<file path="src/verilog/acc_map.vh">
// acc_map.vh: register offsets, field positions and reset values of the comparator control
// assumes: included by the comparator control design over an Avalon-MM word bus
//
// Contract
// - bit 7 enables the comparator module
// - bit 6 selects pin or bandgap input
// - bit 5 flag sets on selected edge
// - writing one clears flag; zero ignored
// - bit 4 gates flag onto interrupt request
// - bit 3 reads output; zero when disabled
// - bit 2 drives comparator output onto pin
// - bits 1:0 pick falling, rising, either edge
// - logic keeps running during wait mode
// - shallow stop keeps comparing, flagging, waking
// - shallow stop keeps output pin driven
// - reset out of shallow stop restores reset
// - deep stop powers down; reset on wake; code resets only control and flag, interrupt status and mask keep theirs
// - debug halt leaves operation unchanged
// - output high when plus exceeds minus
`ifndef ACC_MAP_VH
`define ACC_MAP_VH

// ------------------------------------------------------------
// register byte offsets
// ------------------------------------------------------------
`define ACC_OFS_CTRL    4'h0
`define ACC_OFS_IRQ_ST  4'h4
`define ACC_OFS_IRQ_MSK 4'h8

// ------------------------------------------------------------
// control register fields
// ------------------------------------------------------------
`define ACC_BIT_ENABLE  7
`define ACC_BIT_BGSEL   6
`define ACC_BIT_FLAG    5
`define ACC_BIT_IE      4
`define ACC_BIT_OUT     3
`define ACC_BIT_OPE     2
`define ACC_MODE_HI     1
`define ACC_MODE_LO     0
`define ACC_MODE_RISE   2'h1
`define ACC_MODE_BOTH   2'h3

// ------------------------------------------------------------
// status and mask register fields and reset values
// ------------------------------------------------------------
`define ACC_ST_EVENT    0
`define ACC_ST_RISE     1
`define ACC_ST_FALL     2
`define ACC_ST_W        3
`define ACC_CTRL_RST    8'h00
`define ACC_ST_RST      3'h0

`endif

</file>
<file path="src/verilog/acc_ctrl.v">
// acc_ctrl.v: digital control and status around an analog voltage comparator
// assumes: comparator output arrives asynchronously; bus is Avalon-MM, one clock
//
// Decided for this implementation: the placing of the registers and register access over Avalon-MM.
`timescale 1ns/1ps
`include "acc_map.vh"

module acc_ctrl (
  input  wire        core_clk,
  input  wire        rst_n,
  input  wire        deep_stop,
  input  wire [3:0]  avs_address,
  input  wire        avs_read,
  input  wire        avs_write,
  input  wire [31:0] avs_writedata,
  input  wire [3:0]  avs_byteenable,
  output reg  [31:0] avs_readdata,
  output reg         avs_waitrequest,
  input  wire        comparator_raw,
  output reg         comparator_enable,
  output reg         bandgap_input_select,
  output reg         comparator_output_pin,
  output reg         comparator_output_pin_oe,
  output reg         compare_irq,
  output reg         irq
);

  // ------------------------------------------------------------
  // reset release
  // ------------------------------------------------------------
  reg rst_s1_q;
  reg rst_s2_q;
  always @(posedge core_clk or negedge rst_n) begin
    if (!rst_n) begin
      rst_s1_q <= 1'b0;
      rst_s2_q <= 1'b0;
    end else begin
      rst_s1_q <= 1'b1;
      rst_s2_q <= rst_s1_q;
    end
  end
  // deep stop holds control and flag at reset values; interrupt status and mask keep theirs
  wire rst_int_n = rst_s2_q;

  // ------------------------------------------------------------
  // comparator output synchroniser and edge detect
  // ------------------------------------------------------------
  reg cmp_s1_q;
  reg cmp_s2_q;
  reg cmp_prev_q;
  reg ctrl_en_q;
  reg ctrl_bg_q;
  reg ctrl_ie_q;
  reg ctrl_ope_q;
  reg [1:0] ctrl_mode_q;
  reg flag_q;
  // analog comparator is high when plus exceeds minus; sampled as-is
  always @(posedge core_clk or negedge rst_int_n) begin
    if (!rst_int_n) begin
      cmp_s1_q   <= 1'b0;
      cmp_s2_q   <= 1'b0;
      cmp_prev_q <= 1'b0;
    end else begin
      cmp_s1_q   <= comparator_raw & ctrl_en_q;
      cmp_s2_q   <= cmp_s1_q;
      cmp_prev_q <= cmp_s2_q;
    end
  end

  // only deep_stop gates this logic, by clearing the enable: it runs in wait, stop3, debug
  wire rise = cmp_s2_q & ~cmp_prev_q & ctrl_en_q;
  wire fall = ~cmp_s2_q & cmp_prev_q & ctrl_en_q;
  reg  edge_hit;
  always @* begin
    case (ctrl_mode_q)
      `ACC_MODE_RISE: edge_hit = rise;
      `ACC_MODE_BOTH: edge_hit = rise | fall;
      default:        edge_hit = fall;
    endcase
  end

  // ------------------------------------------------------------
  // bus decode
  // ------------------------------------------------------------
  // every access answers on the second cycle: waitrequest drops for one edge
  reg  ack_q;
  wire acc_go  = (avs_read | avs_write) & avs_waitrequest & ~ack_q;
  wire wr_ok   = avs_write & ack_q;
  wire wr_ctrl = wr_ok & avs_byteenable[0] & (avs_address == `ACC_OFS_CTRL);
  wire wr_st   = wr_ok & avs_byteenable[0] & (avs_address == `ACC_OFS_IRQ_ST);
  wire wr_msk  = wr_ok & avs_byteenable[0] & (avs_address == `ACC_OFS_IRQ_MSK);
  wire [7:0] wd = avs_writedata[7:0];

  always @(posedge core_clk or negedge rst_int_n) begin
    if (!rst_int_n) begin
      ack_q           <= 1'b0;
      avs_waitrequest <= 1'b1;
    end else begin
      ack_q           <= acc_go;
      avs_waitrequest <= ~acc_go;
    end
  end

  // ------------------------------------------------------------
  // control register
  // ------------------------------------------------------------
  always @(posedge core_clk or negedge rst_int_n) begin
    if (!rst_int_n) begin
      ctrl_en_q   <= 1'b0;
      ctrl_bg_q   <= 1'b0;
      ctrl_ie_q   <= 1'b0;
      ctrl_ope_q  <= 1'b0;
      ctrl_mode_q <= 2'h0;
    end else if (deep_stop) begin
      ctrl_en_q   <= 1'b0;
      ctrl_bg_q   <= 1'b0;
      ctrl_ie_q   <= 1'b0;
      ctrl_ope_q  <= 1'b0;
      ctrl_mode_q <= 2'h0;
    end else if (wr_ctrl) begin
      // output status bit is read-only; flag handled separately
      ctrl_en_q   <= wd[`ACC_BIT_ENABLE];
      ctrl_bg_q   <= wd[`ACC_BIT_BGSEL];
      ctrl_ie_q   <= wd[`ACC_BIT_IE];
      ctrl_ope_q  <= wd[`ACC_BIT_OPE];
      ctrl_mode_q <= wd[`ACC_MODE_HI:`ACC_MODE_LO];
    end
  end

  // set wins over a same-cycle write-one clear
  always @(posedge core_clk or negedge rst_int_n) begin
    if (!rst_int_n)
      flag_q <= 1'b0;
    else if (deep_stop)
      flag_q <= 1'b0;
    else if (edge_hit)
      flag_q <= 1'b1;
    else if (wr_ctrl & wd[`ACC_BIT_FLAG])
      flag_q <= 1'b0;
  end

  // ------------------------------------------------------------
  // interrupt status and mask
  // ------------------------------------------------------------
  reg [`ACC_ST_W-1:0] st_q;
  reg [`ACC_ST_W-1:0] msk_q;
  wire [`ACC_ST_W-1:0] st_set = {fall, rise, edge_hit};
  always @(posedge core_clk or negedge rst_int_n) begin
    if (!rst_int_n) begin
      st_q  <= `ACC_ST_RST;
      msk_q <= `ACC_ST_RST;
    end else begin
      st_q <= st_set | (st_q & ~(wr_st ? wd[`ACC_ST_W-1:0] : `ACC_ST_RST));
      if (wr_msk)
        msk_q <= wd[`ACC_ST_W-1:0];
    end
  end

  // ------------------------------------------------------------
  // outputs and read data
  // ------------------------------------------------------------
  wire [7:0] ctrl_rd = {ctrl_en_q, ctrl_bg_q, flag_q, ctrl_ie_q,
                        cmp_s2_q & ctrl_en_q, ctrl_ope_q, ctrl_mode_q};
  reg  [31:0] rd_mux;
  always @* begin
    case (avs_address)
      `ACC_OFS_CTRL:    rd_mux = {24'h000000, ctrl_rd};
      `ACC_OFS_IRQ_ST:  rd_mux = {29'h00000000, st_q};
      `ACC_OFS_IRQ_MSK: rd_mux = {29'h00000000, msk_q};
      default:          rd_mux = 32'h00000000;
    endcase
  end

  always @(posedge core_clk or negedge rst_int_n) begin
    if (!rst_int_n) begin
      avs_readdata             <= 32'h00000000;
      comparator_enable        <= 1'b0;
      bandgap_input_select     <= 1'b0;
      comparator_output_pin    <= 1'b0;
      comparator_output_pin_oe <= 1'b0;
      compare_irq              <= 1'b0;
      irq                      <= 1'b0;
    end else begin
      avs_readdata             <= (avs_read & acc_go) ? rd_mux : 32'h00000000;
      comparator_enable        <= ctrl_en_q;
      bandgap_input_select     <= ctrl_bg_q;
      comparator_output_pin    <= ctrl_ope_q & cmp_s2_q;
      comparator_output_pin_oe <= ctrl_ope_q;
      compare_irq              <= ctrl_ie_q & flag_q;
      irq                      <= |(st_q & msk_q);
    end
  end

endmodule // acc_ctrl

</file>
<file path="config.mk">
export PLATFORM = sky130hd
export DESIGN_NAME = acc_ctrl
export DESIGN_NICKNAME = d
export VERILOG_FILES = /design/src/verilog/acc_ctrl.v
export VERILOG_INCLUDE_DIRS = /design/src /design/src/verilog
export SDC_FILE = /design/constraint.sdc
export NUM_CORES = 1
export LEC_CHECK = 0
export ABC_AREA = 1
export BUFFER_PORTS_ARGS = -buffer_cell sky130_fd_sc_hd__clkbuf_2
export CORE_ASPECT_RATIO = 1.4
export CORE_UTILIZATION = 30
export DETAILED_ROUTE_END_ITERATION = 10
export PLACE_DENSITY = 0.63
export SYNTH_ARGS = -nofsm -noshare
export SYNTH_HDL_FRONTEND = slang
export SYNTH_SLANG_ARGS = --single-unit
</file>
<file path="constraint.sdc">
create_clock -name core_clk -period 1.1 [get_ports core_clk]
set_clock_uncertainty 0.05 [all_clocks]
set_input_delay 0.055 -clock core_clk [delete_from_list [all_inputs] [get_ports core_clk]]
set_output_delay 0.055 -clock core_clk [all_outputs]
set_load 0.02 [all_outputs]
</file>
==> reports/summary.txt, run 1 <==
================================================================================
Result of the run                                                      completed
Yosys Warn Count                                                               0
Footprint of the multi-input gates                                      562 um^2
Detailed-route via count                                                   1,186
FMAX                                                                     911 MHz
Clock latency reported for the late side of the worst-skew pair          0.29 ns
CTS clock-pin slew for the worst setup and hold paths                    0.07 ns
Drt initial violations                                                        51
Internal Pwr Total                                                     0.00232 W
Category of the worst setup path capture point                              flop
Final standard cell utilization of the core                                41.7%
Detailed-routing iteration count for the pre-antenna-repair pass               3
Clock root buffer master                                            sky130_fd_sc_hd__clkbuf_8
Routed len/inst                                                          9.99 um
Share of the synthesized area in compound gates (AO/OA/AOI/OAI)            2.75%
Layout overhead on the synthesized area                                    32.2%
Number of buffers added by the clock tree synthesis step                       5
Summed instance area of the synthesized netlist                        1550 um^2
Synthesized instance count                                                   166
Adder-cell area share of the yosys netlist                                    0%
CTS Buffer Depth                                                               2
Total die area                                                         5460 um^2
Maximum vdd ir drop                                                     0.554 mV
Placed insts                                                                 267
Net switching power                                                   0.000877 W
DRC violations left                                                            0
Final hold viol count                                                          0
Post-route ant nets                                                            0
Starting utilization of the core area                                      31.5%
Synth unique cells                                                            20
Pwr per Cell Area                                                   1560 nW/um^2
Via count of the first global-routing pass                                 1,113
Critical path, cell by cell                                         inv_2, nor2_4, nand4_1, nand2_1, o21ai_1
Clk pwr share                                                              36.0%
Storage element area                                                    852 um^2
Sum of overflow across all layers after global routing                         0
Synthesis-stage register bit count                                            34
Total of endpoints with negative setup slack in the final report               0
Count of pins on the block boundary                                           85
Critical setup path kind                                            flop to flop
HPWL Detailed                                                            2120 um
Setup repair after global routing missed its margin                          yes
Proportion of synthesized area in mux cells                                   0%
Global-route wire length before repair                                   4820 um
Number of H-tree levels                                                        2
Fraction of layout instances using a drive strength above 1                29.1%
Post-Synth XOR/XNOR Area                                                      0%
Pin count of the biggest net entering global routing                          33
Drt total wl                                                             2870 um
Global Route Usage Sum                                                     11.8%
Worst stage delay on the critical path                                   0.34 ns
Synthesized area divided by synthesized cell count                     9.33 um^2
Final Non-Filler Cells                                                       287
Avg Vias per Cell                                                           4.13
IO Port Bufs                                                                  32
Final Max Slew Viols                                                           0
Number of antenna violations at the first check in global routing              0
Part of the total power dissipated in combinational logic                  18.9%
Largest fanout on the critical path                                            6
Row count                                                                     30
Worst-path cell with the longest stage delay                        sky130_fd_sc_hd__dfrtp_1
Startpoint type of the worst setup path                                     flop
Leakage power                                                            1.12 nW
Chip Width                                                               62.7 um
Nets                                                                         269
Max-capacitance violation count                                                0
Switching share of power                                                   27.4%
Area fraction in and, or, nand and nor cells after synthesis               24.6%
Critical Path RT                                                         1.22 ns
Total inserted antenna cells                                                   0
Clock period minus worst slack                                           1.10 ns
Fillers                                                                      510
Combinational family with the most area after synthesis             simple AND/OR/NAND/NOR gates
Sequential area share after synthesis                                      55.0%
Area of the core                                                       4920 um^2
Height of the chip                                                       87.0 um
Path type of the worst min-delay path                               input port to asynchronous set/reset pin
Final worst-path cycle share                                               99.8%
Clock sink count                                                              34
Clock tree from TritonCTS                                                  built
Critical Path AT                                                         1.22 ns
Routability Congestion                                                     0.787
Sequential group share of total power                                      45.1%
================================================================================
## synthesized netlist by cell type (all sizes together)
cell type	instances	area, um^2
a21oi	2	10.0
buf	25	188
conb	2	7.51
dfrtp	33	826
dfstp	1	26.3
inv	21	78.8
nand2	38	150
nand3	16	80.1
nand4	9	56.3
nor2	11	82.6
nor3	1	5.00
nor4	1	6.26
o211ai	1	7.51
o21ai	5	25.0
## registers in the layout, summed over array words and instances (netlist names), 2 cells and up
register	cells
avs_readdata	8
ctrl_mode_q	2
msk_q	3
st_q	3
## power by group through the flow
stage                     combinational [W]  clock (W)  sequential (W)
after global placement             0.000441          0         0.00145
after CTS                          0.000525    0.00118         0.00143
final                              0.000605    0.00115         0.00144
after global routing               0.000661    0.00126         0.00146
after floorplan                    0.000301          0         0.00150
after detailed placement           0.000447          0         0.00145
## layout make-up
cell class | instances | share of cell area (%)
well taps | 64 | 3.91
flip-flops and latches | 34 | 41.6
repair buffers | 52 | 17.6
inverters | 21 | 3.97
clock buffers | 6 | 4.03
clock inverters | 1 | 1.47
multi-input cells | 109 | 27.4
## cell families (layout without fill, tap and decap cells)
family                 count (synthesis)  count (layout)
AO/OA/AOI/OAI                          8               8
buffers and inverters                 46              80
flip-flops                            34              34
other                                  2              25
AND/OR/NAND/NOR                       76              76
## stage by stage
stage / instance area [um^2] / setup TNS, ns / hold WS, ns / total power, W / setup slack (ns)
after global routing: 2050 / -0.910 / 0.0497 / 0.00338 / -0.123
after CTS: 2000 / 0 / 0.0238 / 0.00314 / 0.00171
final: 2050 / 0 / 0.0274 / 0.00320 / 0.00229
after floorplan: 1640 / 0 / -0.291 / 0.00180 / 0.0201
after global placement: 1750 / -0.518 / -0.206 / 0.00189 / -0.0736
after detailed placement: 1750 / -0.500 / -0.203 / 0.00190 / -0.0751
## placed cells by master (no fill, tap or decap), types with 2 or more instances in the layout
cell,Yosys,layout
sky130_fd_sc_hd__nor2_1,6,4
sky130_fd_sc_hd__clkbuf_2,0,31
sky130_fd_sc_hd__buf_4,25,8
sky130_fd_sc_hd__conb_1,2,25
sky130_fd_sc_hd__nor2_4,3,5
sky130_fd_sc_hd__nand3_1,16,15
sky130_fd_sc_hd__inv_2,2,2
sky130_fd_sc_hd__nand2_1,37,36
sky130_fd_sc_hd__dfrtp_1,33,33
sky130_fd_sc_hd__clkbuf_8,0,6
sky130_fd_sc_hd__inv_1,19,18
sky130_fd_sc_hd__dlygate4sd3_1,0,11
sky130_fd_sc_hd__nand4_1,9,9
sky130_fd_sc_hd__o21ai_1,1,5
## worst max-delay path: cells and delay by family, from the launching register on
| kind | cells | cell delay (ns) |
|---|---|---|
| flops | 1 | 0.34 |
| simple gates | 3 | 0.48 |
| buf+inv | 1 | 0.05 |
| compound gates | 1 | 0.06 |
## layer usage
layer  up-vias  GRT usage (%)  part of all wire [%]
met5         -              0                     0
met4         0           8.46                   3.0
met3         9           4.58                   6.7
met2        51           19.6                    51
met1       541           12.2                    39
li1        585              -                     -
## timing repair
| action | CTS | global route |
|---|---|---|
| setup buffers | 0 | 2 |
| pin swaps | 2 | 6 |
| hold endpoints to repair | 13 | 0 |
| endpoints found under the setup margin | 19 | 19 |
| hold buffers | 11 | 0 |
| resized for setup | 6 | 13 |
## final timing paths
path                                                         to                start  slack [ns]  cells after the start
worst max-delay path                       msk_q[2]$_DFFE_PN0P_      ack_q$_DFF_PN0_       0.002                      5
worst min register to register  comparator_output_pin$_DFF_PN0_  rst_int_n$_DFF_PN0_        0.17                      1
max in group asynchronous             avs_waitrequest$_DFF_PN1_  rst_int_n$_DFF_PN0_        0.59                      1
worst min-delay path                        rst_int_n$_DFF_PN0_                rst_n        0.03                      2
min in group core_clk                 avs_readdata[1]$_DFF_PN0_       avs_address[0]        0.03                      4
worst max register to register             msk_q[2]$_DFFE_PN0P_      ack_q$_DFF_PN0_       0.002                      5
(Power assumes the default switching activity.)
==> run 2, diff against run 1 <==
Settings changed: GPL_TIMING_DRIVEN from default to 0, HOLD_SLACK_MARGIN from default to 0.06.
==> reports/summary.txt, run 2 (synthesis gave the netlist of run 1 again) <==
================================================================================
Final worst-path cycle share                                                100%   +0.41 points
Total of endpoints with negative setup slack in the final report               1   +1
Max-capacitance violation count                                                0   unchanged
Number of buffers added by the clock tree synthesis step                       5   unchanged
Commonest non-fill, non-tap cells in the layout                     sky130_fd_sc_hd__nand2_1 (37), sky130_fd_sc_hd__dfrtp_1 (31), sky130_fd_sc_hd__clkbuf_2 (31)
Clock latency reported for the late side of the worst-skew pair          0.28 ns   about the same
Pwr per Cell Area                                                   1370 nW/um^2   -12%
Number of buffers and inverters on the critical path                           1   unchanged
Critical Path AT                                                         1.00 ns   -0.22 ns
Routed len/inst                                                          9.78 um   -2.0%
Critical setup path kind                                            flop to output pin
Path type of the worst min-delay path                               input port to flop
Maximum vdd ir drop                                                     0.532 mV   -4.0%
Starting utilization of the core area                                      31.5%   unchanged
Layout overhead on the synthesized area                                    37.3%
Post-route ant nets                                                            0   unchanged
Largest fanout on the critical path                                            3   -3
Least setup slack across all paths after layout                      -0.00224 ns   -0.00453 ns
Final Max Slew Viols                                                           0   unchanged
Via count of the first global-routing pass                                 1,121   +0.72%
Violations in the final reports                                     setup timing
Largest registers                                                   avs_readdata (8), msk_q (3), st_q (3)
Fillers                                                                      500   -2.0%
Critical path, cell by cell                                             clkbuf_4
Worst stage delay on the critical path                                   0.55 ns   +0.21 ns
Detailed-route via count                                                   1,238   +4.4%
Area of the core                                                       4920 um^2   unchanged
Number of antenna violations at the first check in global routing              0   unchanged
Drt initial violations                                                        49   -3.9%
Detailed-routing iteration count for the pre-antenna-repair pass               4   +1
Transition time at the pin with the least slew margin                   0.671 ns
Drt total wl                                                             2990 um   +4.5%
CTS Buffer Depth                                                               2   unchanged
Row count                                                                     30   unchanged
Result of the run                                                   finished with violations
Clock tree from TritonCTS                                                  built
Clock period minus worst slack                                           1.10 ns   +0.00453 ns
CTS clock-pin slew for the worst setup and hold paths                    0.07 ns   about the same
Routability Congestion                                                     0.759   -3.6%
Most common cell after layout, fill and taps aside                  sky130_fd_sc_hd__nand2_1
Height of the chip                                                       87.0 um   unchanged
Avg Vias per Cell                                                           4.05   -2.1%
Global Route Usage Sum                                                     11.9%   +0.14 points
FMAX                                                                     907 MHz   -0.41%
Critical Path RT                                                         1.00 ns   -0.22 ns
Worst-path cell with the longest stage delay                        sky130_fd_sc_hd__dfstp_2
Global-route wire length before repair                                   4970 um   +3.2%
Final hold viol count                                                          0   unchanged
Number of H-tree levels                                                        2   unchanged
Setup repair after global routing missed its margin                          yes
Sum of overflow across all layers after global routing                         0   unchanged
Largest reg by FF count                                             avs_readdata
Worst Hold Margin                                                      0.0753 ns   +0.0478 ns
Top Family by Delay on Critical Path                                  flip-flops
Power after layout                                                     0.00292 W   -8.6%
DRC violations left                                                            0   unchanged
Startpoint type of the worst setup path                                     flop
Nets                                                                         287   +6.7%
Clock sink count                                                              34   unchanged
Total inserted antenna cells                                                   0   unchanged
Final Non-Filler Cells                                                       306   +6.6%
Total die area                                                         5460 um^2   unchanged
Setup TNS                                                            -0.00224 ns   -0.00224 ns
Leakage power                                                            1.20 nW   +7.2%
Count of pins on the block boundary                                           85   unchanged
Placed insts                                                                 285   +6.7%
Max reg flops                                                                  8   unchanged
HPWL Detailed                                                            2200 um   +3.9%
Clock root buffer master                                            sky130_fd_sc_hd__clkbuf_8
Slew headroom                                                              55.3%
Chip Width                                                               62.7 um   unchanged
Fraction of layout instances using a drive strength above 1                33.5%   +4.3 points
Category of the worst setup path capture point                        output pin
IO Port Bufs                                                                  32   unchanged
Pin count of the biggest net entering global routing                          33   unchanged
================================================================================
## run 2: where the power goes
group / switching (W) / internal, W
sequential: 0.0000846 / 0.00136
combinational: 0.000334 / 0.000213
clock: 0.000424 / 0.000504
## run 2: through the flow
stage	worst slack [ns]	utilization (%)	area, um^2
CTS	-0.00569	43.1	2120
detailed placement	-0.348	38.1	1880
finish	-0.00224	43.3	2130
global route	-0.0778	43.3	2130
floorplan	0.0201	-	1640
global placement	-0.295	38.1	1880
## run 2: worst paths after layout
check                                     startpoint                             end  slack (ns)  cells past startpoint
min in group asynchronous        rst_int_n$_DFF_PN0_  bandgap_input_select$_DFF_PN0_        0.26                      0
setup / recovery           avs_waitrequest$_DFF_PN1_                 avs_waitrequest      -0.002                      1
max in group asynchronous        rst_int_n$_DFF_PN0_           ctrl_en_q$_DFFE_PN0P_        0.27                      0
setup reg to reg                     ack_q$_DFF_PN0_      ctrl_mode_q[0]$_DFFE_PN0P_        0.01                      7
hold reg to reg                  rst_int_n$_DFF_PN0_  bandgap_input_select$_DFF_PN0_        0.26                      0
hold / removal                      avs_writedata[5]              flag_q$_DFFE_PN0P_        0.08                      4
## run 2: per-layer routing
metal | track usage (%) | wire [um]
met5 | 0 | 0
met2 | 20.9 | 1590
met3 | 3.66 | 179
met4 | 6.34 | 59
met1 | 12.9 | 1160
## run 2: final cells by class
type,count,area (um^2),area share (%)
repair buffers,45,290,13.6
well taps,64,80.1,3.76
plain buffers,25,188,8.82
multi-input cells,109,544,25.6
clock inverters,1,5.00,0.235
clock buffers,7,86.3,4.06
flip-flops and latches,34,855,40.2
inverters,21,78.8,3.71
## run 2: timing repair
| item | CTS | global route |
|---|---|---|
| setup endpoints to repair | 52 | 20 |
| gates resized for setup | 8 | 5 |
| hold buffers | 12 | 0 |
| setup buffers | 1 | 0 |
| pin swaps | 2 | 1 |
| cloned | 0 | 0 |
| endpoints found under the hold margin | 20 | 0 |
==> run 3, diff against run 2 <==
Settings changed: CORE_MARGIN from default to 1.5.
==> reports/summary.txt, run 3 (synthesis gave the netlist of run 1 again) <==
================================================================================
Result of the run                                                      completed
Post-route ant nets                                                            0   unchanged
Final Max Slew Viols                                                           0   unchanged
Number of antenna violations at the first check in global routing              0   unchanged
Global Route Usage Sum                                                     11.4%   -0.58 points
Routability Congestion                                                     0.782   +3.0%
HPWL Detailed                                                            2230 um   +1.4%
Setup repair after global routing missed its margin                          yes
Transition time at the pin with the least slew margin                   0.667 ns   -0.00379 ns
Max-capacitance violation count                                                0   unchanged
Clock latency reported for the late side of the worst-skew pair          0.28 ns   about the same
Internal Pwr Total                                                     0.00236 W   +13%
Drt total wl                                                             2960 um   -1.0%
CTS Buffer Depth                                                               2   unchanged
Path type of the worst min-delay path                               input port to flop
Critical Path RT                                                         1.21 ns   +0.21 ns
Max reg flops                                                                  8   unchanged
Routed len/inst                                                          9.68 um   -1.0%
Worst Hold Path EP                                                  flag_q$_DFFE_PN0P_
Pwr per Cell Area                                                   1470 nW/um^2   +7.1%
Final standard cell utilization of the core                                44.2%   +0.97 points
Row count                                                                     30   unchanged
Startpoint type of the worst setup path                                     flop
Largest fanout on the critical path                                            6   +3
Switching share of power                                                   26.4%   -2.4 points
Final worst-path cycle share                                               98.5%   -1.7 points
Area of the core                                                       4920 um^2   unchanged
Clock tree from TritonCTS                                                  built
Critical setup path kind                                            flop to flop
Most common cell after layout, fill and taps aside                  sky130_fd_sc_hd__nand2_1
Largest reg by FF count                                             avs_readdata
Clock sink count                                                              34   unchanged
Total inserted antenna cells                                                   0   unchanged
Part of the total power dissipated in combinational logic                  19.0%   +0.3 points
Fraction of layout instances using a drive strength above 1                34.3%   +0.83 points
Commonest non-fill, non-tap cells in the layout                     sky130_fd_sc_hd__nand2_1 (37), sky130_fd_sc_hd__dfrtp_1 (31), sky130_fd_sc_hd__clkbuf_2 (31)
Number of buffers added by the clock tree synthesis step                       5   unchanged
Maximum vdd ir drop                                                     0.546 mV   +2.8%
Clock period minus worst slack                                           1.08 ns   -0.0191 ns
Slew headroom                                                              55.5%   +0.25 points
R2R Setup Slk                                                            0.02 ns   about the same
Starting utilization of the core area                                      31.5%   unchanged
Total die area                                                         5610 um^2   +2.8%
Sum of overflow across all layers after global routing                         0   unchanged
Final hold viol count                                                          0   unchanged
R2R cell count                                                                 5   -2
CTS clock-pin slew for the worst setup and hold paths                    0.06 ns   about the same
Drt initial violations                                                        39   -20%
Startpoint of the lowest-slack hold path                            avs_writedata[5]
Origin of the critical flop-to-flop path                            ack_q$_DFF_PN0_
Leakage power                                                            1.22 nW   +1.6%
Avg Vias per Cell                                                           3.91   -3.4%
Total of endpoints with negative setup slack in the final report               0   -1
Chip Width                                                               63.7 um   +1.6%
Fillers                                                                      481   -3.8%
Global-route wire length before repair                                   4770 um   -3.9%
Height of the chip                                                       88.0 um   +1.1%
Net switching power                                                   0.000846 W   +0.38%
Via count of the first global-routing pass                                 1,098   -2.1%
FMAX                                                                     923 MHz   +1.8%
Nets                                                                         288   +0.35%
Detailed-routing iteration count for the pre-antenna-repair pass               4   unchanged
IO Port Bufs                                                                  32   unchanged
Detailed-route via count                                                   1,196   -3.4%
Count of pins on the block boundary                                           85   unchanged
Layout overhead on the synthesized area                                    40.4%
Largest registers                                                   avs_readdata (8), msk_q (3), st_q (3)
Pin count of the biggest net entering global routing                          33   unchanged
Number of H-tree levels                                                        2   unchanged
Category of the worst setup path capture point                              flop
Critical Path AT                                                         1.20 ns   +0.20 ns
DRC violations left                                                            0   unchanged
Worst Hold Margin                                                      0.0621 ns   -0.0132 ns
Worst r2r dst                                                       msk_q[1]$_DFFE_PN0P_
Clock root buffer master                                            sky130_fd_sc_hd__clkbuf_8
Clk pwr share                                                              35.2%   +3.5 points
Number of cells traversed by the worst hold path                               4   unchanged
Sequential group share of total power                                      45.8%   -3.8 points
================================================================================
-- run 3: cell types whose count changed in the layout (fill, tap and decap cells not counted), sizes merged --
| cell | before | now |
|---|---|---|
| buf | 26 | 28 |
| clkinv | 1 | 0 |
| clkbuf | 39 | 37 |
| bufinv | 0 | 1 |
-- run 3: cell type report --
| cell class | instances | area, um^2 | share of cell area (%) |
|---|---|---|---|
| multi-input combinational | 109 | 553 | 25.4 |
| clock inverter | 1 | 30.0 | 1.38 |
| tap | 64 | 80.1 | 3.68 |
| clock buffer | 6 | 82.6 | 3.80 |
| buffer | 25 | 188 | 8.63 |
| timing repair buffer | 46 | 305 | 14.0 |
| sequential | 34 | 855 | 39.3 |
| inverter | 21 | 81.3 | 3.74 |
-- run 3: timing repair --
| item | 4_1_cts | 5_1_grt |
|---|---|---|
| hold buffers | 12 | 0 |
| buffers inserted | 1 | 1 |
| endpoints found under the hold margin | 20 | 0 |
| endpoints found under the setup margin | 52 | 17 |
| pin swaps | 0 | 5 |
| gates resized for setup | 6 | 10 |
-- run 3: worst max path at each step --
stage | endpoint | cells past startpoint | slack [ns] | start
final | msk_q[1]$_DFFE_PN0P_ | 5 | 0.02 | ack_q$_DFF_PN0_
after detailed placement | avs_readdata[1]$_DFF_PN0_ | 0 | -0.31 | rst_int_n$_DFF_PN0_
after global placement | avs_readdata[1]$_DFF_PN0_ | 0 | -0.30 | rst_int_n$_DFF_PN0_
after global routing | msk_q[0]$_DFFE_PN0P_ | 5 | -0.07 | ack_q$_DFF_PN0_
after floorplan | avs_readdata[4]$_DFF_PN0_ | 4 | 0.02 | avs_waitrequest$_DFF_PN1_
after CTS | flag_q$_DFFE_PN0P_ | 4 | 0.005 | ctrl_en_q$_DFFE_PN0P_
-- run 3: power groups by stage --
| stage | Sequential [W] | Combinational [W] | Clock (W) |
|---|---|---|---|
| 6_report | 0.00147 | 0.000609 | 0.00113 |
| 2_1_floorplan | 0.00150 | 0.000301 | 0 |
| 3_3_place_gp | 0.00147 | 0.000466 | 0 |
| 3_5_place_dp | 0.00147 | 0.000472 | 0 |
| 5_1_grt | 0.00148 | 0.000664 | 0.00123 |
| 4_1_cts | 0.00146 | 0.000553 | 0.00116 |
-- run 3: metrics by stage --
step	setup TNS [ns]	std cells	instance area, um^2	total power, W	setup slack (ns)
detailed placement	-10.11	285	1880	0.00194	-0.310
global placement	-9.87	285	1880	0.00193	-0.303
finish	0	306	2170	0.00320	0.0169
CTS	0	305	2140	0.00317	0.00468
floorplan	0	189	1640	0.00180	0.0201
global route	-0.508	306	2170	0.00338	-0.0689
-- run 3: per-layer routing --
| metal | up-vias | share of wire (%) | wire length (um) | global-route usage [%] |
|---|---|---|---|---|
| met5 | - | 0 | 0 | 0 |
| met4 | 0 | 1.3 | 40 | 6.72 |
| met3 | 5 | 7.1 | 211 | 3.60 |
| met2 | 44 | 53 | 1590 | 20.4 |
| met1 | 524 | 38 | 1130 | 11.6 |
| li1 | 623 | - | - | - |
-- run 3: worst max-delay path, cell delays in order (launching register included) --
cell and delay [ns]:
sky130_fd_sc_hd__dfrtp_1 0.34, sky130_fd_sc_hd__inv_2 0.05, sky130_fd_sc_hd__nor2_4 0.12, sky130_fd_sc_hd__nand4_1 0.22
sky130_fd_sc_hd__nand2_1 0.13, sky130_fd_sc_hd__o21ai_1 0.06
